**src/inc/sar_adc_consts.vh**
```
// Constants for the successive-approximation converter control block
// Summary of operation
// - Converter runs only while enable bit set
// - Conversion clock divided down from system clock
// - Never exceed 200 ksps conversion rate
// - Writing start bit begins one conversion
// - Completion clears start, sets flag, loads result
// - Result is unsigned Vin times 1024 over VDD
// - Channel field picks one of eight pins
// - Interrupt needs flag, converter and global enables; masked status events interrupt with the global enable alone
// - No conversions in idle or power-down mode
// - Fastest setting takes 60 clocks per conversion
// - Speed 00..11 divide by 60,120,180,240
// - Justify bit selects result byte layout
// - Start not clearable; no start while busy/flagged
`ifndef SAR_ADC_CONSTS_VH
`define SAR_ADC_CONSTS_VH

// Register word indices; byte address is index times four
`define REG_CTRL    3'h0
`define REG_AUX     3'h1
`define REG_RES_HI  3'h2
`define REG_RES_LO  3'h3
`define REG_IRQ_EN  3'h4
`define REG_STATUS  3'h5
`define REG_MASK    3'h6
`define REG_STATE   3'h7

// Control register fields
`define CTRL_EN     7
`define CTRL_SPD_HI 6
`define CTRL_SPD_LO 5
`define CTRL_DONE   4
`define CTRL_START  3
`define CTRL_CHS_HI 2
`define CTRL_CHS_LO 0

// Other fields
`define AUX_JUSTIFY 2
`define IEN_CONV    0
`define IEN_GLOBAL  1
`define EVT_DONE    0
`define EVT_REFUSED 1
`define EVT_W       2

// Reset values
`define CTRL_RST    8'h00
`define AUX_RST     8'h00
`define RES_RST     8'h00

// Timing
`define STEP_BASE   8'h05
`define SAR_BITS    10
`define SAR_TOP     10'h200
`define CLK_MHZ     25
`define MIN_CONV_NS 5000
`define MIN_CONV_CYC ((`MIN_CONV_NS * `CLK_MHZ + 999) / 1000)

`endif

```
**src/hw/conv_step_timer.v**
```verilog
// Conversion step tick generator divided from the system clock
`timescale 1ns/1ps
`default_nettype none
`include "sar_adc_consts.vh"

module conv_step_timer
(
   // Clock and reset
   input  wire       mclk,
   input  wire       rst_n,
   // Control
   input  wire       run,
   input  wire [1:0] speed,
   // Step pulse
   output wire       tick
);

   reg  [7:0] cnt;
   wire [7:0] limit;

   // Twelve steps per conversion: 60, 120, 180 or 240 clocks
   assign limit = `STEP_BASE * ({6'h00, speed} + 8'h01);
   assign tick  = run && (cnt == limit - 8'h01);

   always @(posedge mclk or negedge rst_n)
   begin
      if (!rst_n)
         cnt <= 8'h00;
      else if (!run || tick)
         cnt <= 8'h00;
      else
         cnt <= cnt + 8'h01;
   end

endmodule // conv_step_timer
`default_nettype wire

```
**src/hw/sar_register.v**
```verilog
// Successive-approximation register driving the trial code
`timescale 1ns/1ps
`default_nettype none
`include "sar_adc_consts.vh"

module sar_register
(
   // Clock and reset
   input  wire       mclk,
   input  wire       rst_n,
   // Control
   input  wire       clear,
   input  wire       step,
   input  wire       cmp_high,
   // Outputs
   output reg  [9:0] trial,
   output reg  [9:0] result,
   output wire       last
);

   reg  [9:0] ptr;
   wire [9:0] keep;

   // Keep the trial bit when input is at or above the trial level
   assign keep = cmp_high ? trial : (trial & ~ptr);
   assign last = ptr[0];

   always @(posedge mclk or negedge rst_n)
   begin
      if (!rst_n)
      begin
         trial  <= 10'h000;
         ptr    <= 10'h000;
         result <= 10'h000;
      end
      else if (clear)
      begin
         trial <= `SAR_TOP;
         ptr   <= `SAR_TOP;
      end
      else if (step)
      begin
         trial <= keep | (ptr >> 1);
         ptr   <= ptr >> 1;
         if (ptr[0])
            result <= keep;
      end
   end

endmodule // sar_register
`default_nettype wire

```
**src/hw/sar_adc_conversion_control.v**
```verilog
// Converter control: register slave, sequencer and interrupt logic
//
// The register offsets and the Avalon-MM interface to the registers are this design's own decisions.
`timescale 1ns/1ps
`default_nettype none
`include "sar_adc_consts.vh"

module sar_adc_conversion_control
(
   // Clock and reset
   input  wire        mclk,
   input  wire        rst_n,
   // Register bus
   input  wire [4:0]  avs_address,
   input  wire        avs_read,
   input  wire        avs_write,
   input  wire [31:0] avs_writedata,
   input  wire [3:0]  avs_byteenable,
   output reg  [31:0] avs_readdata,
   output wire        avs_waitrequest,
   // Power modes
   input  wire        idle_mode,
   input  wire        power_down_mode,
   // Analog front end
   output reg         converter_on_bit,
   output reg  [2:0]  analog_input_mux,
   output reg         sample_hold,
   output wire [9:0]  dac_code,
   input  wire        cmp_high,
   // Interrupt
   output wire        irq
);

   localparam [3:0] S_IDLE   = 4'b0001;
   localparam [3:0] S_SAMPLE = 4'b0010;
   localparam [3:0] S_CONV   = 4'b0100;
   localparam [3:0] S_LOAD   = 4'b1000;

   // Minimum start spacing, cut to the counter width on purpose
   localparam integer THROTTLE_FULL = `MIN_CONV_CYC;
   localparam [7:0]   THROTTLE      = THROTTLE_FULL[7:0];
   localparam [7:0]   CTRL_INIT     = `CTRL_RST;

   // Software visible state
   reg                converter_enable;
   reg  [1:0]         conv_speed_sel;
   reg                conversion_done_flag;
   reg                conversion_start;
   reg  [2:0]         input_channel_select;
   reg                result_justify_sel;
   reg  [7:0]         result_high_byte;
   reg  [7:0]         result_low_byte;
   reg                converter_irq_enable;
   reg                global_irq_enable;
   reg  [`EVT_W-1:0]  irq_status;
   reg  [`EVT_W-1:0]  irq_mask;

   // Sequencer
   reg  [3:0]         state;
   reg  [3:0]         next_state;
   reg  [1:0]         run_speed;
   reg  [7:0]         rate_cnt;
   reg                ack;

   wire [2:0]         widx;
   wire               wr_go;
   wire               rd_go;
   wire               wr_lane0;
   wire [7:0]         wbyte;
   wire               run_ok;
   wire               start_req;
   wire               start_ok;
   wire               step_tick;
   wire               sar_last;
   wire [9:0]         sar_result;
   wire               busy;
   wire               load_now;
   wire [`EVT_W-1:0]  evt;

   // Bus handshake: one wait cycle on every access
   assign avs_waitrequest = (avs_read || avs_write) && !ack;
   assign widx     = avs_address[4:2];
   assign wr_go    = avs_write && ack;
   assign rd_go    = avs_read && !ack;
   assign wr_lane0 = wr_go && avs_byteenable[0];
   assign wbyte    = avs_writedata[7:0];

   // Converter may only run when enabled and not in a low-power mode
   assign run_ok = converter_enable && !idle_mode
                   && !power_down_mode;

   assign busy = (state != S_IDLE);

   // Start request by writing one to the start bit
   assign start_req = wr_lane0 && (widx == `REG_CTRL)
                      && wbyte[`CTRL_START];

   // Refuse while a conversion or its flag is pending,
   // or while the minimum conversion period has not elapsed
   assign start_ok = start_req && run_ok && !conversion_start
                     && !conversion_done_flag
                     && (rate_cnt == 8'h00);

   assign load_now = (state == S_LOAD) && step_tick;

   assign evt[`EVT_DONE]    = load_now;
   assign evt[`EVT_REFUSED] = start_req && !start_ok;

   // Interrupt needs the global enable; the done flag also needs the converter enable
   assign irq = global_irq_enable
                && ((converter_irq_enable && conversion_done_flag)
                    || |(irq_status & irq_mask));

   conv_step_timer u_timer
   (
      .mclk  (mclk),
      .rst_n (rst_n),
      .run   (busy),
      .speed (run_speed),
      .tick  (step_tick)
   );

   sar_register u_sar
   (
      .mclk     (mclk),
      .rst_n    (rst_n),
      .clear    (state == S_SAMPLE && step_tick),
      .step     (state == S_CONV && step_tick),
      .cmp_high (cmp_high),
      .trial    (dac_code),
      .result   (sar_result),
      .last     (sar_last)
   );

   // Sequencer next state
   always @*
   begin
      next_state = state;
      case (state)
         S_IDLE:
         begin
            if (start_ok)
               next_state = S_SAMPLE;
         end
         S_SAMPLE:
         begin
            if (step_tick)
               next_state = S_CONV;
         end
         S_CONV:
         begin
            if (step_tick && sar_last)
               next_state = S_LOAD;
         end
         S_LOAD:
         begin
            if (step_tick)
               next_state = S_IDLE;
         end
         default:
         begin
            next_state = S_IDLE;
         end
      endcase
      if (!run_ok)
         next_state = S_IDLE;
   end

   always @(posedge mclk or negedge rst_n)
   begin
      if (!rst_n)
      begin
         state     <= S_IDLE;
         run_speed <= 2'h0;
      end
      else
      begin
         state <= next_state;
         if (start_ok)
            run_speed <= conv_speed_sel;
      end
   end

   // Rate limiter between starts
   always @(posedge mclk or negedge rst_n)
   begin
      if (!rst_n)
         rate_cnt <= 8'h00;
      else if (start_ok)
         rate_cnt <= THROTTLE - 8'h01;
      else if (rate_cnt != 8'h00)
         rate_cnt <= rate_cnt - 8'h01;
   end

   // Analog front end controls
   always @(posedge mclk or negedge rst_n)
   begin
      if (!rst_n)
      begin
         converter_on_bit <= 1'b0;
         analog_input_mux <= 3'h0;
         sample_hold      <= 1'b0;
      end
      else
      begin
         converter_on_bit <= run_ok;
         analog_input_mux <= input_channel_select;
         sample_hold      <= (next_state == S_SAMPLE);
      end
   end

   // Control register
   always @(posedge mclk or negedge rst_n)
   begin
      if (!rst_n)
      begin
         converter_enable     <= CTRL_INIT[`CTRL_EN];
         conv_speed_sel       <= 2'h0;
         input_channel_select <= 3'h0;
         conversion_start     <= 1'b0;
         conversion_done_flag <= 1'b0;
      end
      else
      begin
         if (wr_lane0 && widx == `REG_CTRL)
         begin
            converter_enable     <= wbyte[`CTRL_EN];
            conv_speed_sel       <= wbyte[`CTRL_SPD_HI:`CTRL_SPD_LO];
            input_channel_select <= wbyte[`CTRL_CHS_HI:`CTRL_CHS_LO];
            if (!wbyte[`CTRL_DONE])
               conversion_done_flag <= 1'b0;
         end
         // Hardware set wins over a software clear
         if (load_now)
            conversion_done_flag <= 1'b1;
         if (start_ok)
            conversion_start <= 1'b1;
         else if (load_now || (busy && !run_ok))
            conversion_start <= 1'b0;
      end
   end

   // Auxiliary, enable and mask registers
   always @(posedge mclk or negedge rst_n)
   begin
      if (!rst_n)
      begin
         result_justify_sel   <= 1'b0;
         converter_irq_enable <= 1'b0;
         global_irq_enable    <= 1'b0;
         irq_mask             <= {`EVT_W{1'b0}};
      end
      else if (wr_lane0)
      begin
         case (widx)
            `REG_AUX:
               result_justify_sel <= wbyte[`AUX_JUSTIFY];
            `REG_IRQ_EN:
            begin
               converter_irq_enable <= wbyte[`IEN_CONV];
               global_irq_enable    <= wbyte[`IEN_GLOBAL];
            end
            `REG_MASK:
               irq_mask <= wbyte[`EVT_W-1:0];
            default:
               irq_mask <= irq_mask;
         endcase
      end
   end

   // Sticky event bits, write one to clear, set wins
   always @(posedge mclk or negedge rst_n)
   begin
      if (!rst_n)
         irq_status <= {`EVT_W{1'b0}};
      else if (wr_lane0 && widx == `REG_STATUS)
         irq_status <= (irq_status & ~wbyte[`EVT_W-1:0]) | evt;
      else
         irq_status <= irq_status | evt;
   end

   // Result bytes, held until the next completion
   always @(posedge mclk or negedge rst_n)
   begin
      if (!rst_n)
      begin
         result_high_byte <= `RES_RST;
         result_low_byte  <= `RES_RST;
      end
      else if (load_now)
      begin
         if (result_justify_sel)
         begin
            result_high_byte <= {6'h00, sar_result[9:8]};
            result_low_byte  <= sar_result[7:0];
         end
         else
         begin
            result_high_byte <= sar_result[9:2];
            result_low_byte  <= {6'h00, sar_result[1:0]};
         end
      end
   end

   // Read data and acknowledge
   always @(posedge mclk or negedge rst_n)
   begin
      if (!rst_n)
      begin
         ack          <= 1'b0;
         avs_readdata <= 32'h0000_0000;
      end
      else
      begin
         ack <= (avs_read || avs_write) && !ack;
         if (rd_go)
         begin
            case (widx)
               `REG_CTRL:
                  avs_readdata <= {24'h000000, converter_enable,
                                   conv_speed_sel,
                                   conversion_done_flag,
                                   conversion_start,
                                   input_channel_select};
               `REG_AUX:
                  avs_readdata <= {29'h00000000,
                                   result_justify_sel, 2'h0};
               `REG_RES_HI:
                  avs_readdata <= {24'h000000, result_high_byte};
               `REG_RES_LO:
                  avs_readdata <= {24'h000000, result_low_byte};
               `REG_IRQ_EN:
                  avs_readdata <= {30'h00000000, global_irq_enable,
                                   converter_irq_enable};
               `REG_STATUS:
                  avs_readdata <= {30'h00000000, irq_status};
               `REG_MASK:
                  avs_readdata <= {30'h00000000, irq_mask};
               `REG_STATE:
                  avs_readdata <= {24'h000000, rate_cnt != 8'h00,
                                   run_speed, converter_on_bit,
                                   state};
               default:
                  avs_readdata <= 32'h0000_0000;
            endcase
         end
      end
   end

endmodule // sar_adc_conversion_control
`default_nettype wire

```
**config.mk**
```make
export PLATFORM = sky130hd
export DESIGN_NAME = sar_adc_conversion_control
export DESIGN_NICKNAME = d
export VERILOG_FILES = /design/src/hw/conv_step_timer.v /design/src/hw/sar_register.v /design/src/hw/sar_adc_conversion_control.v
export VERILOG_INCLUDE_DIRS = /design/src /design/src/inc
export SDC_FILE = /design/constraint.sdc
export NUM_CORES = 1
export LEC_CHECK = 0
export BUFFER_PORTS_ARGS = -buffer_cell sky130_fd_sc_hd__clkbuf_2
export CAP_MARGIN = 10
export CORE_MARGIN = 2
export CORE_UTILIZATION = 52
export CTS_BUF_LIST = sky130_fd_sc_hd__clkbuf_4
export DETAILED_ROUTE_END_ITERATION = 10
export GPL_TIMING_DRIVEN = 0
export PLACE_DENSITY = 0.84
export SYNTH_ARGS = -nofsm -noshare
export SYNTH_HDL_FRONTEND = slang
export SYNTH_SLANG_ARGS = --single-unit
```
**constraint.sdc**
```tcl
create_clock -name mclk -period 2.2 [get_ports mclk]
set_input_delay 0.44 -clock mclk [delete_from_list [all_inputs] [get_ports mclk]]
set_output_delay 0.44 -clock mclk [all_outputs]
set_load 0.05 [all_outputs]
```
==> results_dict.tcl <==
set metrics [dict create \
    finClkSkew_ns 0.0137 \
    final_core_util_pct 66.6 \
    pin_count 97 \
    final_cell_mix "dfrtp_1 (94), nand2_1 (44), clkbuf_2 (41), buf_4 (41)" \
    start_util_pct 53.0 \
    end_kind "flip-flop" \
    rows 35 \
    finalInstanceArea_um2 6100 \
    required_ns 2.56 \
    ir_drop_mv 0.818 \
    final_common_cell "dfrtp_1" \
    vias 3907 \
    coreArea_um2 9150 \
    via_per_inst 5.78 \
    syn_avg_cell_area_um2 10.9 \
    multi_input_area_um2 2400 \
    dpl_cell_area_um2 5340 \
    nets 615 \
    synthAdderAreaFrac_pct 1.81 \
    synthArstFlopShare_pct 100 \
    final_hold_viol_count 0 \
    cts_made_buffers 9 \
    crit_family "compound AO/OA/AOI/OAI gates" \
    synth_compound_area_share_pct 12.9 \
    post-route-min-period_ns 2.35 \
    seqCellArea_um2 2430 \
    place_ws_ns -0.339 \
    track_usage_pct 23.2 \
    synth_top_area_cell "dfrtp_1" \
    dr.pass1.iters 7 \
    max_slew_margin_pct 30.2 \
    violations "setup timing" \
    fin_hold_ws_ns 0.171 \
    fmax_mhz 425 \
    grt_pass1_vias 3677 \
    crit_path_max_fanout 6 \
    p_leak_nw 2.92 \
    antenna_found_initial 0 \
    fin_setup_tns_ns -2.65 \
    die_h_um 101 \
    crit_slowest_cell "dfrtp_2" \
    htree_levels 3 \
    synth-xor-area-share_pct 2.71 \
    ys_ff_latch 97 \
    fill_cells 652 \
    finalSetupViolCount 31 \
    drt-total-wl_um 12000 \
    finalCritPeriodShare_pct 107 \
    synthFlopType "dfrtp_1" \
    total_power_mw 3.55 \
    hpwl_um 7430 \
    crit_chain "buf_6 > ha_4 > xor2_2 > a2111oi_4 > o21a_1 > buf_6 > and3_4 > buf_6 > mux2_2" \
    hold_path.class "input port to flip-flop" \
    numClockSinks 97 \
    drv_cap 0 \
    powerDensity_nw_per_um2 582 \
    cts_tree "done" \
    antenna_cells 0 \
    grt_overflow_total 0 \
    stdcell_count 676 \
    slew_viol_final 0 \
    die_area_um2 10100 \
    drt_iter0_drc 213 \
    arrival_ns 2.71 \
    synth_cell_types 63 \
    wl_per_cell_um 17.7 \
    area_growth_pct 25.7 \
    die_x_um 101 \
    worst_slack_ns -0.153 \
    yosys.area_share.simple_pct 14.8 \
    path_clk_slew_ns 0.15 \
    rsz0062_at_grt "true" \
    portBuffers 41 \
    yosysTopAreaCellShare_pct 49.5 \
    drc 0 \
    yosysSeqAreaShare_pct 50.1 \
    netlist_instances 447 \
    synth_edf_count 0 \
    yosysWarningCount 0 \
    gp_congestion 0.860 \
    synth_area_um2 4850 \
    outcome "complete, but fails checks" \
    final_antenna_net_count 0 \
    insertion_delay_ns 0.46 \
    root_buffer "clkbuf_4" \
    drive_gt1_share_pct 36.8 \
    cts.path.max_buffers 2 \
    start_kind "flip-flop" \
    synth_top_family_by_area "simple AND/OR/NAND/NOR gates" \
    grt_pass1_wl_um 18400 \
    placedCellCount 623 \
    synth.mux.area_fraction_pct 10.8 \
    cpMostUsedCell "buf_6" \
    synth_top_cells_by_area "dfrtp_1 (50%), mux2_2 (7.0%), buf_4 (3.9%)" \
    crit_type "flip-flop to flip-flop" \
    grt_max_degree 57 \
    cp_slowest_stage_delay_ns 0.46 \
    worst-path-buf-inv 3 \
    worst_pin_slew_ns 1.03 \
]
## registers in the layout, summed over array words and instances, names as in the netlist, 4 cells and up
register / count
result_high_byte: 8
u_sar.trial: 10
u_timer.cnt: 8
avs_readdata: 8
state: 4
u_sar.result: 10
result_low_byte: 8
u_sar.ptr: 10
rate_cnt: 8
## routing by layer
metal | track usage, % | share of wire, % | vias to the layer above
met5 | 0 | 0 | -
li1 | - | - | 1783
met1 | 30.7 | 42 | 1942
met2 | 38.9 | 51 | 154
met4 | 5.27 | 2.0 | 0
met3 | 5.69 | 4.8 | 28
## layout make-up
type                            count  share of cell area [%]
Multi-Input combinational cell    313                    39.4
Clock buffer                       10                    1.23
Inverter                           16                    1.03
Tap cell                          111                    2.28
Clock inverter                      6                    1.46
Buffer                             43                    4.92
Sequential cell                    97                    39.9
Timing Repair Buffer               80                    9.81
## final timing paths
path                                          from                   to  slack [ns]  depth (start not counted)
setup / recovery                      run_speed[0]      u_sar.result[4]       -0.15                          9
hold / removal                    avs_writedata[5]    conv_speed_sel[0]        0.17                          3
setup reg to reg                      run_speed[0]      u_sar.result[4]       -0.15                          9
hold reg to reg            input_channel_select[2]  analog_input_mux[2]        0.45                          0
max in group asynchronous                    rst_n             state[0]        0.92                          3
min in group asynchronous                    rst_n       u_sar.trial[6]        0.53                          2
## where the power goes
group          internal, mW  total [mW]  switching (mW)
combinational         0.149       0.519           0.370
clock                 0.479        1.09           0.613
sequential             1.87        1.94          0.0717
## cells in the mapped netlist, types with 2 or more instances
| cell type | count |
|---|---|
| buf_2 | 2 |
| a21o_1 | 3 |
| mux4_2 | 2 |
| nand3_1 | 15 |
| and3_1 | 7 |
| a21oi_1 | 6 |
| a32o_1 | 8 |
| buf_4 | 25 |
| xor2_1 | 11 |
| clkbuf_1 | 13 |
| nand2_1 | 47 |
| a22oi_1 | 6 |
| o21ai_0 | 20 |
| nor2b_1 | 9 |
| nor4b_1 | 5 |
| a41oi_1 | 2 |
| xnor2_1 | 4 |
| nand4_1 | 4 |
| a31oi_1 | 8 |
| nor2_1 | 20 |
| dfrtp_1 | 96 |
| mux2_2 | 30 |
| nor4_1 | 2 |
| nand3b_1 | 2 |
| ha_1 | 7 |
| a21boi_1 | 2 |
| mux2i_1 | 14 |
| a221o_1 | 3 |
| a21boi_0 | 10 |
| o31ai_1 | 3 |
| o2bb2ai_1 | 8 |
| buf_1 | 2 |
| inv_1 | 16 |
| nor3_1 | 6 |
## cells by family (layout without fill, tap and decap cells)
kind of cell    count (synthesis)  count (layout)
fa+ha+maj                       7               7
mux                            46              46
compound gates                 87              87
buf+inv                        60             155
xor+xnor                       15              15
simple gates                  134             134
other cells                     1              24
flops                          97              97
## worst reg2reg max path: cells and delay by family, from the launching register on
| family | cells | cell delay, ns |
|---|---|---|
| buffers and inverters | 3 | 0.42 |
| flip-flops | 1 | 0.46 |
| adder cells (fa/ha/maj) | 1 | 0.16 |
| multiplexers | 1 | 0.33 |
| AND/OR/NAND/NOR | 1 | 0.21 |
| AO/OA/AOI/OAI | 2 | 0.53 |
| XOR/XNOR | 1 | 0.15 |
## what timing repair did
item / CTS / global route
hold endpoints to repair: 5 / 0
hold buffers: 1 / 0
setup endpoints to repair: 69 / 68
resized for setup: 36 / 49
pin swaps: 5 / 10
buffers inserted: 28 / 9
cloned: 1 / 0
(Power assumes the default switching activity.)
